## config.mk

```make
export PLATFORM = sky130hd
export DESIGN_NAME = lvds_pixel_clock_synth_config
export DESIGN_NICKNAME = d
export VERILOG_FILES = /design/src/design/lvds_clk_pkg.sv /design/src/design/lvds_ratio_divider.sv /design/src/design/lvds_pixel_clock_synth_config.sv
export VERILOG_INCLUDE_DIRS = /design/src /design/src/design
export SDC_FILE = /design/constraint.sdc
export NUM_CORES = 1
export LEC_CHECK = 0
export ABC_AREA = 1
export BUFFER_PORTS_ARGS = -buffer_cell sky130_fd_sc_hd__buf_2
export CORE_MARGIN = 2
export CORE_UTILIZATION = 65
export CTS_BUF_LIST = sky130_fd_sc_hd__clkbuf_8
export DETAILED_ROUTE_END_ITERATION = 16
export PLACE_DENSITY = 0.82
export SLEW_MARGIN = 20
export SYNTH_ARGS = -nofsm -noshare
export SYNTH_HDL_FRONTEND = slang
export SYNTH_HIERARCHICAL = 1
export SYNTH_SLANG_ARGS = --single-unit
```

## constraint.sdc

```tcl
create_clock -name core_clk_in -period 3.9 [get_ports core_clk_in]
set_input_delay 0 -clock core_clk_in [delete_from_list [all_inputs] [get_ports core_clk_in]]
set_output_delay 0 -clock core_clk_in [all_outputs]
set_load 0.02 [all_outputs]
```

## src/design/lvds_clk_defs.svh

```systemverilog
// Register offsets, field positions, reset values and timing counts for the pixel clock synthesizer
`ifndef LVDS_CLK_DEFS_SVH
`define LVDS_CLK_DEFS_SVH

// ***********************************************
// Register offsets
// ***********************************************
`define OFS_SOFT_RESET       8'h09
`define OFS_CLK_SRC_RANGE    8'h0a
`define OFS_CLK_RATIO_CFG    8'h0b
`define OFS_SYNTH_ENABLE     8'h0d

// ***********************************************
// Field positions
// ***********************************************
`define BIT_SOFT_RESET       0
`define BIT_SRC_SELECT       0
`define RNG_CLK_RANGE        3:1
`define BIT_EN_STATUS        7
`define RNG_DIVIDER          7:3
`define RNG_MULTIPLIER       1:0
`define BIT_SYNTH_ENABLE     0

// ***********************************************
// Reset values and limits
// ***********************************************
`define RST_SRC_SELECT       1'h0
`define RST_CLK_RANGE        3'h5
`define RST_DIVIDER          5'h00
`define RST_MULTIPLIER       2'h0
`define RST_SYNTH_ENABLE     1'h0
`define DIVIDER_MAX          5'h18
`define SRC_IS_REFERENCE     1'h0

// ***********************************************
// Timing
// ***********************************************
`define CORE_CLK_HZ          50000000
`define LOCK_WAIT_US         3000
`define LOCK_WAIT_CYCLES     ((`CORE_CLK_HZ / 1000000) * `LOCK_WAIT_US)

`endif

```

## src/design/lvds_clk_pkg.sv

```systemverilog
// Types shared by the pixel clock synthesizer modules
`default_nettype none
package lvds_clk_pkg;

   typedef enum logic [1:0] {
      SYNTH_OFF,
      SYNTH_LOCKING,
      SYNTH_LOCKED
   } synth_state_e;

   typedef logic [7:0] reg_byte_t;

endpackage : lvds_clk_pkg
`default_nettype wire

```

## src/design/lvds_ratio_divider.sv

```systemverilog
// Divides a stream of source clock edge pulses by the divider code plus one, codes above 24 acting as 24
`timescale 1ns/100ps
`default_nettype none
`include "lvds_clk_defs.svh"

module lvds_ratio_divider (
   // Clock and reset
   input  wire logic       core_clk_in,
   input  wire logic       rst_n_in,
   // Control
   input  wire logic       run_in,
   input  wire logic [4:0] divider_code_in,
   // Source edges and result
   input  wire logic       src_edge_in,
   output var  logic       tick_out
);
   import lvds_clk_pkg::*;

   logic [4:0] count_d, count_q;
   logic       tick_d,  tick_q;
   logic [4:0] limit;

   always_comb begin
      // Reserved codes saturate so the output never runs slower than divide by 25
      limit   = (divider_code_in > `DIVIDER_MAX) ? `DIVIDER_MAX : divider_code_in;
      count_d = count_q;
      tick_d  = 1'b0;
      if (!run_in) begin
         count_d = 5'h00;
      end else if (src_edge_in) begin
         if (count_q >= limit) begin
            count_d = 5'h00;
            tick_d  = 1'b1;
         end else begin
            count_d = count_q + 5'h01;
         end
      end
   end

   always_ff @(posedge core_clk_in or negedge rst_n_in) begin
      if (!rst_n_in) begin
         count_q <= 5'h00;
         tick_q  <= 1'b0;
      end else begin
         count_q <= count_d;
         tick_q  <= tick_d;
      end
   end

   assign tick_out = tick_q;

endmodule : lvds_ratio_divider
`default_nettype wire

```

## src/design/lvds_pixel_clock_synth_config.sv

```systemverilog
// Configuration registers and enable sequencing of the LVDS pixel clock synthesizer
`timescale 1ns/100ps
`default_nettype none
`include "lvds_clk_defs.svh"

module lvds_pixel_clock_synth_config #(
   parameter int unsigned LOCK_CYCLES = `LOCK_WAIT_CYCLES
) (
   // Clock and reset
   input  wire logic                   core_clk_in,
   input  wire logic                   rst_n_in,
   // Register access from the local serial port
   input  wire logic                   reg_wr_in,
   input  wire logic                   reg_rd_in,
   input  wire lvds_clk_pkg::reg_byte_t reg_addr_in,
   input  wire lvds_clk_pkg::reg_byte_t reg_wdata_in,
   output var  lvds_clk_pkg::reg_byte_t reg_rdata_out,
   // Source clock pins
   input  wire logic                   reference_clock_input_in,
   input  wire logic                   dsi_cha_hs_clk_in,
   // Synthesizer controls
   output var  logic                   synth_enable_out,
   output var  logic                   pixel_clock_source_select_out,
   output var  logic [2:0]             clk_range_out,
   output var  logic [1:0]             reference_input_multiplier_out,
   output var  logic [4:0]             divider_code_out,
   output var  logic                   divided_tick_out,
   output var  logic                   synth_locked_out,
   output var  logic                   soft_reset_out
);
   import lvds_clk_pkg::*;

   // ***********************************************
   // Source pin synchronisers
   // ***********************************************
   logic [1:0] ref_sync_d, ref_sync_q;
   logic [1:0] dsi_sync_d, dsi_sync_q;
   logic       ref_last_d, ref_last_q;
   logic       dsi_last_d, dsi_last_q;
   logic       src_edge;

   always_comb begin
      ref_sync_d = {ref_sync_q[0], reference_clock_input_in};
      dsi_sync_d = {dsi_sync_q[0], dsi_cha_hs_clk_in};
      ref_last_d = ref_sync_q[1];
      dsi_last_d = dsi_sync_q[1];
   end

   always_ff @(posedge core_clk_in or negedge rst_n_in) begin
      if (!rst_n_in) begin
         ref_sync_q <= 2'h0;
         dsi_sync_q <= 2'h0;
         ref_last_q <= 1'b0;
         dsi_last_q <= 1'b0;
      end else begin
         ref_sync_q <= ref_sync_d;
         dsi_sync_q <= dsi_sync_d;
         ref_last_q <= ref_last_d;
         dsi_last_q <= dsi_last_d;
      end
   end

   // ***********************************************
   // Configuration registers
   // ***********************************************
   logic       src_sel_d,  src_sel_q;
   logic [2:0] range_d,    range_q;
   logic [4:0] div_d,      div_q;
   logic [1:0] mult_d,     mult_q;
   logic       enable_d,   enable_q;
   logic       srst_d,     srst_q;
   reg_byte_t  rdata_d,    rdata_q;

   always_comb begin
      src_sel_d = src_sel_q;
      range_d   = range_q;
      div_d     = div_q;
      mult_d    = mult_q;
      enable_d  = enable_q;
      srst_d    = 1'b0;
      if (reg_wr_in) begin
         unique case (reg_addr_in)
            `OFS_SOFT_RESET: begin
               srst_d = reg_wdata_in[`BIT_SOFT_RESET];
            end
            `OFS_CLK_SRC_RANGE: begin
               src_sel_d = reg_wdata_in[`BIT_SRC_SELECT];
               range_d   = reg_wdata_in[`RNG_CLK_RANGE];
            end
            `OFS_CLK_RATIO_CFG: begin
               div_d  = reg_wdata_in[`RNG_DIVIDER];
               mult_d = reg_wdata_in[`RNG_MULTIPLIER];
            end
            `OFS_SYNTH_ENABLE: begin
               enable_d = reg_wdata_in[`BIT_SYNTH_ENABLE];
            end
            default: begin
            end
         endcase
      end
      rdata_d = rdata_q;
      if (reg_rd_in) begin
         rdata_d = 8'h00;
         unique case (reg_addr_in)
            `OFS_CLK_SRC_RANGE: begin
               rdata_d[`BIT_EN_STATUS]  = enable_q;
               rdata_d[`RNG_CLK_RANGE]  = range_q;
               rdata_d[`BIT_SRC_SELECT] = src_sel_q;
            end
            `OFS_CLK_RATIO_CFG: begin
               rdata_d[`RNG_DIVIDER]    = div_q;
               rdata_d[`RNG_MULTIPLIER] = mult_q;
            end
            `OFS_SYNTH_ENABLE: begin
               rdata_d[`BIT_SYNTH_ENABLE] = enable_q;
            end
            default: begin
            end
         endcase
      end
   end

   always_ff @(posedge core_clk_in or negedge rst_n_in) begin
      if (!rst_n_in) begin
         src_sel_q <= `RST_SRC_SELECT;
         range_q   <= `RST_CLK_RANGE;
         div_q     <= `RST_DIVIDER;
         mult_q    <= `RST_MULTIPLIER;
         enable_q  <= `RST_SYNTH_ENABLE;
         srst_q    <= 1'b0;
         rdata_q   <= 8'h00;
      end else begin
         src_sel_q <= src_sel_d;
         range_q   <= range_d;
         div_q     <= div_d;
         mult_q    <= mult_d;
         enable_q  <= enable_d;
         srst_q    <= srst_d;
         rdata_q   <= rdata_d;
      end
   end

   // ***********************************************
   // Synthesizer sequencing
   // ***********************************************
   // Settings are captured when enable rises or a soft reset restarts the sequencing; later edits do not disturb a running synthesizer
   synth_state_e state_d, state_q;
   logic         act_src_d,   act_src_q;
   logic [2:0]   act_range_d, act_range_q;
   logic [4:0]   act_div_d,   act_div_q;
   logic [1:0]   act_mult_d,  act_mult_q;
   logic [31:0]  lock_cnt_d,  lock_cnt_q;
   logic         run_div;
   logic         tick;

   always_comb begin
      state_d     = state_q;
      act_src_d   = act_src_q;
      act_range_d = act_range_q;
      act_div_d   = act_div_q;
      act_mult_d  = act_mult_q;
      lock_cnt_d  = lock_cnt_q;
      unique case (state_q)
         SYNTH_OFF: begin
            lock_cnt_d = 32'h0;
            if (enable_q) begin
               state_d     = SYNTH_LOCKING;
               act_src_d   = src_sel_q;
               act_range_d = range_q;
               act_div_d   = div_q;
               act_mult_d  = mult_q;
            end
         end
         SYNTH_LOCKING: begin
            lock_cnt_d = lock_cnt_q + 32'h1;
            if (lock_cnt_q >= LOCK_CYCLES - 1) begin
               state_d = SYNTH_LOCKED;
            end
         end
         SYNTH_LOCKED: begin
         end
      endcase
      // Soft reset restarts the synthesizer but keeps the register contents
      if (!enable_q || srst_q) begin
         state_d    = SYNTH_OFF;
         lock_cnt_d = 32'h0;
      end
   end

   always_ff @(posedge core_clk_in or negedge rst_n_in) begin
      if (!rst_n_in) begin
         state_q     <= SYNTH_OFF;
         act_src_q   <= `RST_SRC_SELECT;
         act_range_q <= `RST_CLK_RANGE;
         act_div_q   <= `RST_DIVIDER;
         act_mult_q  <= `RST_MULTIPLIER;
         lock_cnt_q  <= 32'h0;
      end else begin
         state_q     <= state_d;
         act_src_q   <= act_src_d;
         act_range_q <= act_range_d;
         act_div_q   <= act_div_d;
         act_mult_q  <= act_mult_d;
         lock_cnt_q  <= lock_cnt_d;
      end
   end

   // The reference path bypasses the divider and drives the tick output directly; the DSI path runs through the divider
   assign run_div  = (state_q != SYNTH_OFF) && (act_src_q != `SRC_IS_REFERENCE);
   assign src_edge = dsi_sync_q[1] & ~dsi_last_q;

   lvds_ratio_divider u_divider (
      .core_clk_in     (core_clk_in),
      .rst_n_in        (rst_n_in),
      .run_in          (run_div),
      .divider_code_in (act_div_q),
      .src_edge_in     (src_edge),
      .tick_out        (tick)
   );

   // ***********************************************
   // Output registers
   // ***********************************************
   logic       o_en_q, o_src_q, o_tick_q, o_lock_q;
   logic [2:0] o_rng_q;
   logic [1:0] o_mult_q;
   logic [4:0] o_div_q;
   logic       ref_edge;

   assign ref_edge = ref_sync_q[1] & ~ref_last_q;

   always_ff @(posedge core_clk_in or negedge rst_n_in) begin
      if (!rst_n_in) begin
         o_en_q   <= 1'b0;
         o_src_q  <= `RST_SRC_SELECT;
         o_rng_q  <= `RST_CLK_RANGE;
         o_mult_q <= `RST_MULTIPLIER;
         o_div_q  <= `RST_DIVIDER;
         o_tick_q <= 1'b0;
         o_lock_q <= 1'b0;
      end else begin
         o_en_q   <= (state_d != SYNTH_OFF);
         o_src_q  <= act_src_d;
         o_rng_q  <= act_range_d;
         o_mult_q <= (act_src_d == `SRC_IS_REFERENCE) ? act_mult_d : `RST_MULTIPLIER;
         o_div_q  <= (act_src_d == `SRC_IS_REFERENCE) ? `RST_DIVIDER : act_div_d;
         o_tick_q <= run_div ? tick : (state_q != SYNTH_OFF) & ref_edge;
         o_lock_q <= (state_d == SYNTH_LOCKED);
      end
   end

   assign reg_rdata_out                  = rdata_q;
   assign synth_enable_out               = o_en_q;
   assign pixel_clock_source_select_out  = o_src_q;
   assign clk_range_out                  = o_rng_q;
   assign reference_input_multiplier_out = o_mult_q;
   assign divider_code_out               = o_div_q;
   assign divided_tick_out               = o_tick_q;
   assign synth_locked_out               = o_lock_q;
   assign soft_reset_out                 = srst_q;

endmodule : lvds_pixel_clock_synth_config
`default_nettype wire

```

==> results of run 1 <==
## cell usage after synthesis (3+ instances only)
master     n  share of area [%]
dfstp_2    4                2.3
a31oi_1    7               0.94
o21ai_0   24                2.6
nor2_2     5               0.67
nand3_2    4               0.86
o21ai_1   16                1.7
nor2_4     6                1.5
inv_1     74                6.0
nor3_1    17                1.8
ha_1       7                1.9
nand4_1   19                2.6
nand2_1  141                 11
nand3_1   31                3.3
a21oi_1   19                2.0
o31ai_1    4               0.65
nor2_1    61                4.9
buf_2      7               0.75
inv_2     10               0.81
dfrtp_1   84                 45
nand2_2    5               0.67
o22ai_1    5               0.67
nor2_8     3                1.3
## path summary, 6_finish.rpt
path	endpoint	slack, ns	cells after the start
min in group asynchronous	lock_cnt_q[14]$_DFFE_PN0P_	0.27	2
min	reg_rdata_out[3]$_DFFE_PN0P_	0.03	4
max reg2reg	reference_input_multiplier_out[0]$_DFF_PN0_	2.09	5
max in group asynchronous	lock_cnt_q[5]$_DFFE_PN0P_	3.12	2
min reg2reg	dsi_sync_q[1]$_DFF_PN0_	0.36	0
max	reg_rdata_out[7]$_DFFE_PN0P_	1.99	8
## kinds of logic after synthesis
| logic type | synth area share [%] |
|---|---|
| buffers and inverters | 8.022 |
| DFF | 47.48 |
| AOI/OAI and AO/OA | 10.04 |
| adders and majority gates | 1.884 |
| muxes | 0.4845 |
| xor gates and xnor gates | 0.3769 |
| and+or+nand+nor | 31.71 |
## per-layer routing
metal	global-route usage (%)	vias up	part of all wire (%)
met1	41.19	1926	43
met4	7.989	0	1.4
li1	-	2033	-
met2	48.87	150	49
met3	6.343	20	6.8
met5	0	-	0
## repair_timing
| action | CTS | global route |
|---|---|---|
| endpoints found under the hold margin | 104 | 0 |
| setup buffers | 0 | 0 |
| hold buffers | 21 | 0 |
| resized for setup | 0 | 0 |
## flip-flops by register name (all words and copies together) (netlist names), 3 cells and up
register           flops
u_divider/count_q      5
act_div_q              5
range_q                3
lock_cnt_q            32
reg_rdata_out          8
divider_code_out       5
div_q                  5
clk_range_out          3
## power by group through the flow
stage	clock network (uW)	logic [uW]	registers, uW
2_1_floorplan	0	171	1120
3_3_place_gp	0	338	1070
3_5_place_dp	0	351	1070
4_1_cts	655	370	1050
5_1_grt	693	426	1060
6_report	643	371	1050
## metrics by stage
step           setup WS [ns]  hold slack, ns  instances  utilization, %
4_1_cts                2.055         0.01038        748           77.96
2_1_floorplan          2.382         -0.2956        581               -
5_1_grt                1.855         0.04353        748           78.01
3_5_place_dp           2.094          0.1109        711           71.93
6_report               1.989         0.02933        748           78.01
3_3_place_gp           2.142          0.1100        711           71.93
## critical path: cells and delay by family
| kind | cells | cell delay [ns] |
|---|---|---|
| AO/OA/AOI/OAI | 1 | 0.16 |
| buffers and inverters | 3 | 1.35 |
| AND/OR/NAND/NOR | 4 | 0.70 |
## area by class of cell
type | instances | area, um2 | share of cell area, %
Clock buffer | 10 | 137.6 | 2.568
Clock inverter | 6 | 66.31 | 1.237
Inverter | 86 | 322.8 | 6.024
Multi-Input combinational cell | 397 | 2068 | 38.59
Sequential cell | 88 | 2207 | 41.19
Tap cell | 96 | 120.1 | 2.241
Timing Repair Buffer | 65 | 436.7 | 8.148
==> summary.md, run 1 <==
| Metric | Value |
|---|---|
| Design Power | 2068 uW |
| Htree depth | 3 |
| CTS tree | done |
| Final ANT Viol Nets | 0 |
| Placer Congestion | 0.9322 |
| Hpwl dp | 7.431 mm |
| Vias per cell | 5.520 |
| Syn nets | 610 |
| Netlist cell types | 41 |
| First-pass GRT wire length | 18.03 mm |
| Crit end category | flop |
| Syn_area_per_cell | 8.000 um2 |
| RSZ-0062 raised after global routing | false |
| Row Count | 30 |
| Clk sinks | 88 |
| DR vias | 4,129 |
| Final period utilization | 49.01% |
| Sequential share of the synthesized area | 47.48% |
| Worst-path clk slew | 0.09 ns |
| Crit path DAT | 2.21 ns |
| Synth-to-layout area growth | 15.29% |
| First drt pass iteration count | 5 |
| Die X | 88.57 um |
| Fmax achieved | 0.5232 GHz |
| Post-route design area | 0.005359 mm2 |
| Post-DR wirelength/cell | 14.42 um |
| Clock skew | 0.01210 ns |
| Gr usage total | 29.98% |
| WP data required | 4.20 ns |
| P_sw | 620.5 uW |
| Starting Density | 67.67% |
| Root Driver | clkbuf_8 |
| Status | completed |
| Final count of negative-setup-slack endpoints | 0 |
| Mapped Cells | 581 |
| Worst skew pair latency | 0.36 ns |
| Hold Crit Class | in -> reg |
| Peak supply drop | 0.0002307 V |
| Seq cells post-synth | 88 |
| Mapped cell area | 0.004648 mm2 |
| Final hold viol count | 0 |
| Worst path most repeated cell | nand2_1 |
| Most common cell after layout, fill and taps aside | nand2_1 |
| Nets@finish | 676 |
| Fin crit period | 1.911 ns |
| Yosys warns | 6 |
| Placed cell areas | 0.004941 mm2 |
| Diodes inserted | 0 |
| # fillers | 496 |
| Clock buffer depth | 2 |
| CP peak stage delay | 0.69 ns |
| Total die area | 0.007844 mm2 |
| WL final | 10.78 mm |
| Max cap viols | 0 |
| Initial antenna violation count | 0 |
| Int Pwr | 1448 uW |
| Number of CTS-inserted buffers | 9 |
| Clock power frac | 31.1% |
| Layout cell share with drive strength beyond 1 | 16.41% |
| Vert. Die Dim | 88.57 um |
| Comb pwr share | 18.0% |
| Slowest cell on crit path | dlygate4sd3_1 |
| DRC errors left | 0 |
| Crit path launch | reg_addr_in[7] |
| Flop pwr share | 50.9% |
| Commonest non-fill, non-tap cells in the layout | nand2_1, dfrtp_1, inv_1, nor2_1, buf_2 |
| Setup_tns | 0 ns |
| Overflow after GRT | 0 |
| Kind of critical path | in -> reg |
| PwrDens | 386.0 mW/mm2 |
| RR Startpoint | state_q[1]$_DFF_PN0_ |
| Slew Viols, Final | 0 |
| Critical path, cell by cell | dlygate4sd3_1 > buf_2 > nor4_4 > dlygate4sd3_1 > nand2_1 > o22ai_1 > nand2_1 > nand2_1 |
| IO Pins | 45 |
| Worst setup SP type | input port |
| Switching share of power | 30.00% |
| Hold path start | reg_addr_in[0] |
| Relative slew slack | 49.28% |
| Main synth FF type | dfrtp_1 |
| Number of synthesized flops with an enable pin | 0 |
| Core ar. | 0.006869 mm2 |
| Largest net degree at the start of global routing | 89 |
| CP max FO | 10 |
| PortBufs | 44 |
| Worst slew pin tran | 0.7608 ns |
| Static Leak | 0.002631 uW |
| Post-synthesis async set-or-reset flop share | 100.0% |
| 1st-iter DRT viols | 302 |
| Vias in the first global route | 3,976 |
Note: power is estimated with default switching activity, not from simulation.
==> run 2: changes to the inputs <==
--- a/config.mk
+++ b/config.mk
@@ -6,13 +6,13 @@
 export SDC_FILE = /design/constraint.sdc
 export NUM_CORES = 1
 export LEC_CHECK = 0
-export ABC_AREA = 1
+export ABC_AREA = 0
 export BUFFER_PORTS_ARGS = -buffer_cell sky130_fd_sc_hd__buf_2
 export CORE_MARGIN = 2
-export CORE_UTILIZATION = 65
+export CORE_UTILIZATION = 61
 export CTS_BUF_LIST = sky130_fd_sc_hd__clkbuf_8
 export DETAILED_ROUTE_END_ITERATION = 16
-export PLACE_DENSITY = 0.82
+export PLACE_DENSITY = 0.78
 export SLEW_MARGIN = 20
 export SYNTH_ARGS = -nofsm -noshare
 export SYNTH_HDL_FRONTEND = slang
==> constraint.sdc (replaced) <==
create_clock -name core_clk_in -period 1.91 [get_ports core_clk_in]
set_input_delay 0 -clock core_clk_in [delete_from_list [all_inputs] [get_ports core_clk_in]]
set_output_delay 0 -clock core_clk_in [all_outputs]
set_load 0.02 [all_outputs]
==> summary.md, run 2 <==
| Metric | Value |
|---|---|
| Final hold viol count | 0 |
| Number of synthesized flops with an enable pin | 0 |
| Syn_area_per_cell | 10.51 um2 |
| Vert. Die Dim | 87.13 um |
| Die X | 87.13 um |
| Crit end category | flop |
| Post-synth top cells | dfrtp_1, nand2_1, o21ai_0 |
| Number of CTS-inserted buffers | 9 |
| CTS tree | done |
| PwrDens | 697.0 mW/mm2 |
| Fin crit period | 1.871 ns |
| Clock skew | 0.01379 ns |
| 1st-iter DRT viols | 157 |
| Comb pwr share | 6.1% |
| Non-Filler Instances | 564 |
| Max cap viols | 0 |
| Max FFs per register | 32 |
| CP max FO | 3 |
| Core ar. | 0.006756 mm2 |
| Gr usage total | 27.25% |
| Post-route design area | 0.005144 mm2 |
| Critical path, cell by cell | nand2_2 > nand2_2 > ha_4 > a21o_1 > a31o_1 > o41a_1 > o311ai_2 |
| First-pass GRT wire length | 16.30 mm |
| Placed cell count | 532 |
| Initial antenna violation count | 0 |
| Crit path buf inv count | 0 |
| Layout cell share with drive strength beyond 1 | 29.55% |
| Most common cell in the netlist | dfrtp_1 |
| Commonest non-fill, non-tap cells in the layout | dfrtp_1, nand2_1, buf_2, o21ai_0, buf_4 |
| Sequential share of the synthesized area | 52.36% |
| Design Power | 3585 uW |
| Post-synthesis async set-or-reset flop share | 100.0% |
| Root Driver | clkbuf_8 |
| Slowest cell on crit path | dfrtp_1 |
| Clk sinks | 88 |
| Switching share of power | 23.13% |
| Fmax achieved | 0.5345 GHz |
| Overflow after GRT | 0 |
| Largest net degree at the start of global routing | 55 |
| IO Pins | 45 |
| Worst setup SP type | flop |
| DRC errors left | 0 |
| Total die area | 0.007592 mm2 |
| Post-DR wirelength/cell | 17.62 um |
| P_sw | 829.4 uW |
| Placer Congestion | 0.9232 |
| Seq cells post-synth | 88 |
| Vias in the first global route | 3,393 |
| Yosys warns | 6 |
| Worst skew pair latency | 0.35 ns |
| Hold Crit Class | in -> reg |
| Flop pwr share | 53.7% |
| Nets@finish | 508 |
| PortBufs | 44 |
| Kind of critical path | reg -> reg |
| WL final | 9.937 mm |
| Htree depth | 3 |
| Clock buffer depth | 2 |
| Diodes inserted | 0 |
| Worst-path clk slew | 0.10 ns |
| Post-synth top area share | 49.87% |
| Final count of negative-setup-slack endpoints | 0 |
| Slew Viols, Final | 0 |
| Clock power frac | 40.2% |
| Relative slew slack | 67.60% |
| Worst path most repeated cell | nand2_2 |
| DP Worst Slack | -0.07623 ns |
| Syn nets | 430 |
| Status | completed |
| Hpwl dp | 6.606 mm |
| Int Pwr | 2756 uW |
| RSZ-0062 raised after global routing | true |
| Top delay family on crit path | compound AO/OA/AOI/OAI gates |
| Peak supply drop | 0.0005112 V |
| Worst slew pin tran | 0.4860 ns |
| Crit path DAT | 2.13 ns |
| Final ANT Viol Nets | 0 |
| First drt pass iteration count | 5 |
| Fin worst setup slack | 0.03901 ns |
| WP data required | 2.17 ns |
| Most common cell after layout, fill and taps aside | dfrtp_1 |
| Starting Density | 62.39% |
| Synth-to-layout area growth | 22.02% |
| Largest cells by area after synthesis | dfrtp_1, mux2_2, o21ai_0 |
| Row Count | 30 |
| DR vias | 3,506 |
| Cell taking the most area after synthesis | dfrtp_1 |
| Placed cell areas | 0.004651 mm2 |
| Mapped cell area | 0.004215 mm2 |
| CP peak stage delay | 0.40 ns |
| Biggest register | lock_cnt_q |
| Main synth FF type | dfrtp_1 |
| Mapped Cells | 401 |
| Static Leak | 0.002394 uW |
| Final period utilization | 97.96% |
| Worst hold slack | 0.01223 ns |
| Netlist cell types | 58 |
| Vias per cell | 6.216 |
[run 2: cell types whose count changed after synthesis, sizes merged, moves of 11 or more]
cell	change
mux2	+20
nor3	-13
a21oi	-11
nand2	-95
and2	+11
inv	-76
nor2	-60
nand3	-18
[run 2: layer usage]
layer	vias up	wire [um]	global-route usage, %
li1	1643	-	-
met1	1717	4319	37.99
met2	130	4970	44.07
met3	16	508	5.403
met4	0	139	7.273
met5	-	0	0
[run 2: worst reg2reg max path, delay by kind of cell (launching register included)]
family / cells / cell delay [ns]
AO/OA/AOI/OAI: 4 / 0.99
AND/OR/NAND/NOR: 2 / 0.17
adder cells (fa/ha/maj): 1 / 0.22
flip-flops: 1 / 0.40
[run 2: power by group through the flow]
stage               combinational, uW  clock [uW]  sequential [uW]
floorplan                        76.1           0             1970
global route                      243        1530             1930
CTS                               218        1470             1930
finish                            220        1440             1930
detailed placement                189           0             1960
global placement                  183           0             1960
[run 2: cells by family after synthesis]
family          Yosys count  share of synthesized area [%]
compound gates           96                          15.14
fa+ha+maj                 7                          2.078
flops                    88                          52.36
mux                      28                          7.302
simple gates            159                          20.66
buf+inv                  23                          2.464
[run 2: cell type report]
type / instances / area (um2)
clock buffers: 9 / 123.9
clock inverters: 7 / 100.1
fillers: 474 / 1613
inverters: 9 / 33.78
multi-input cells: 290 / 2016
flip-flops and latches: 88 / 2211
well taps: 80 / 100.1
repair buffers: 81 / 559.3
[run 2: path summary, 6_finish.rpt]
kind	endpoint	cells after the start	slack, ns	startpoint
hold / removal	reg_rdata_out[7]$_DFFE_PN0P_	3	0.01	reg_rd_in
setup reg to reg	u_divider/count_q[2]$_DFFE_PN0P_	7	0.04	act_div_q[3]$_DFF_PN0_
min in group asynchronous	lock_cnt_q[24]$_DFFE_PN0P_	2	0.15	rst_n_in
max in group asynchronous	range_q[0]$_DFFE_PN1P_	3	1.07	rst_n_in
setup / recovery	u_divider/count_q[2]$_DFFE_PN0P_	7	0.04	act_div_q[3]$_DFF_PN0_
hold reg to reg	ref_sync_q[1]$_DFF_PN0_	0	0.36	ref_sync_q[0]$_DFF_PN0_
[run 2: what timing repair did]
item / in CTS / in global routing
hold buffers: 12 / 0
setup buffers: 1 / 3
pin swaps: 2 / 5
setup endpoints to repair: 4 / 16
hold endpoints to repair: 49 / 0
gates resized for setup: 8 / 19
[run 2: metrics by stage]
stage	setup TNS [ns]	util, %
after floorplan	0	-
after global placement	0	68.83
after detailed placement	-0.08325	68.83
after CTS	0	74.76
after global routing	-0.2700	76.13
final	0	76.13
==> run 3: changes to the inputs <==
--- a/config.mk
+++ b/config.mk
@@ -12,6 +12,7 @@
 export CORE_UTILIZATION = 61
 export CTS_BUF_LIST = sky130_fd_sc_hd__clkbuf_8
 export DETAILED_ROUTE_END_ITERATION = 16
+export HOLD_SLACK_MARGIN = 0.12
 export PLACE_DENSITY = 0.78
 export SLEW_MARGIN = 20
 export SYNTH_ARGS = -nofsm -noshare
==> summary.md, run 3 (synthesis results as in run 2) <==
| Metric | Value |
|---|---|
| Setup_tns | 0 ns |
| Reg2Reg Setup Slack | 0.03 ns |
| Placed cell areas | 0.004651 mm2 |
| Worst slew pin tran | 0.4844 ns |
| Synth-to-layout area growth | 24.43% |
| WP data required | 2.16 ns |
| 1st-iter DRT viols | 195 |
| Htree depth | 3 |
| IO Pins | 45 |
| PortBufs | 44 |
| PwrDens | 684.9 mW/mm2 |
| Final count of negative-setup-slack endpoints | 0 |
| First drt pass iteration count | 5 |
| Gr usage total | 28.61% |
| Total die area | 0.007592 mm2 |
| Number of CTS-inserted buffers | 9 |
| Worst setup SP type | flop |
| Diodes inserted | 0 |
| Status | completed |
| # fillers | 451 |
| Max cap viols | 0 |
| Static Leak | 0.002436 uW |
| Final core occ | 77.63% |
| Hold Crit Class | in -> async |
| Commonest non-fill, non-tap cells in the layout | dfrtp_1, nand2_1, buf_2, o21ai_0, buf_4 |
| Starting Density | 62.39% |
| Peak supply drop | 0.0005269 V |
| DR vias | 3,559 |
| Placer Congestion | 0.9232 |
| Layout cell share with drive strength beyond 1 | 29.01% |
| Clock buffer depth | 2 |
| Most common cell after layout, fill and taps aside | dfrtp_1 |
| Final period utilization | 98.39% |
| Reg2Reg Capture Point | u_divider/count_q[2]$_DFFE_PN0P_ |
| Clk sinks | 88 |
| Kind of critical path | reg -> reg |
| Register area | 0.002208 mm2 |
| CTS tree | done |
| Multi-input gate area | 0.002032 mm2 |
| Worst skew pair latency | 0.35 ns |
| WL final | 10.30 mm |
| Overflow after GRT | 0 |
| Post-route design area | 0.005245 mm2 |
| Biggest register | lock_cnt_q |
| Nets@finish | 517 |
| Largest net degree at the start of global routing | 55 |
| Clock skew | 0.01529 ns |
| Relative slew slack | 67.71% |
| Worst-path clk slew | 0.09 ns |
| Vert. Die Dim | 87.13 um |
| Row Count | 30 |
| Post-DR wirelength/cell | 17.98 um |
| Crit end category | flop |
| Final hold viol count | 0 |
| Vias per cell | 6.211 |
| DRC errors left | 0 |
| Fmax achieved | 0.5321 GHz |
| Core ar. | 0.006756 mm2 |
| Root Driver | clkbuf_8 |
| Vias in the first global route | 3,513 |
| First-pass GRT wire length | 17.07 mm |
| Slew Viols, Final | 0 |
| CP max FO | 3 |
| RSZ-0062 raised after global routing | true |
| Fin crit period | 1.879 ns |
| Hpwl dp | 6.606 mm |
| Final ANT Viol Nets | 0 |
| Crit path DAT | 2.13 ns |
| Max FFs per register | 32 |
| Initial antenna violation count | 0 |
| R2R cell count | 7 |
| Die X | 87.13 um |
| RR Startpoint | act_div_q[3]$_DFF_PN0_ |
-- run 3: cell count changes in the layout (fill, tap and decap cells not counted), moves of 2 or more --
cell / previous run / this run
o21ai_0: 39 / 35
o21ai_1: 1 / 5
dfrtp_2: 3 / 1
dfrtp_1: 81 / 83
dlygate4sd3_1: 12 / 20
-- run 3: worst max path at each step --
| stage | startpoint | end | cells past startpoint |
|---|---|---|---|
| 5_1_grt | lock_cnt_q[1]$_DFFE_PN0P_ | lock_cnt_q[24]$_DFFE_PN0P_ | 6 |
| 6_report | act_div_q[3]$_DFF_PN0_ | u_divider/count_q[2]$_DFFE_PN0P_ | 7 |
| 3_3_place_gp | act_div_q[3]$_DFF_PN0_ | u_divider/count_q[2]$_DFFE_PN0P_ | 7 |
| 4_1_cts | lock_cnt_q[1]$_DFFE_PN0P_ | lock_cnt_q[14]$_DFFE_PN0P_ | 6 |
| 2_1_floorplan | act_div_q[3]$_DFF_PN0_ | u_divider/count_q[2]$_DFFE_PN0P_ | 7 |
| 3_5_place_dp | lock_cnt_q[1]$_DFFE_PN0P_ | lock_cnt_q[24]$_DFFE_PN0P_ | 6 |
-- run 3: cell type report --
class	count	share of cell area (%)
clock buffer	9	2.362
inverter	9	0.6441
timing repair buffer	90	12.33
clock inverter	7	1.908
tap	80	1.908
sequential	88	42.10
multi-input combinational	290	38.74
-- run 3: where the power goes --
part / switching, uW / internal (uW)
sequential: 24.8 / 1900
combinational: 119 / 110
clock: 685 / 751
total: 829 / 2760
-- run 3: repair_timing --
action                                 in CTS  in global routing
gates cloned                                0                  0
endpoints found under the hold margin     104                  0
pin swaps                                   2                 11
hold buffers                               20                  0
setup endpoints to repair                   4                 17
resized for setup                           8                 23
buffers inserted                            1                  4
-- run 3: per-stage QoR --
stage	power [uW]	worst slack, ns	hold slack, ns	instances
2_1_floorplan	2042	0.1084	-0.2956	401
3_3_place_gp	2142	0.04820	-0.01079	532
3_5_place_dp	2150	-0.07623	-0.005304	532
4_1_cts	3620	0.003559	0.1573	569
5_1_grt	3715	-0.06395	0.1848	573
6_report	3592	0.03076	0.1575	573
-- run 3: routing by layer --
layer | share of wire [%] | routed length (um) | global-route usage, % | vias to the layer above
li1 | - | - | - | 1655
met1 | 43 | 4439 | 38.70 | 1771
met2 | 51 | 5218 | 47.95 | 114
met3 | 4.7 | 481 | 5.687 | 19
met4 | 1.6 | 165 | 6.853 | 0
met5 | 0 | 0 | 0 | -
-- run 3: worst max-delay path, cell delays in order, from the launching register on --
cell      delay (ns)
dfrtp_1         0.40
nand2_2         0.10
nand2_2         0.07
ha_4            0.22
a21o_1          0.18
a31o_1          0.22
o41a_1          0.36
o311ai_2        0.22
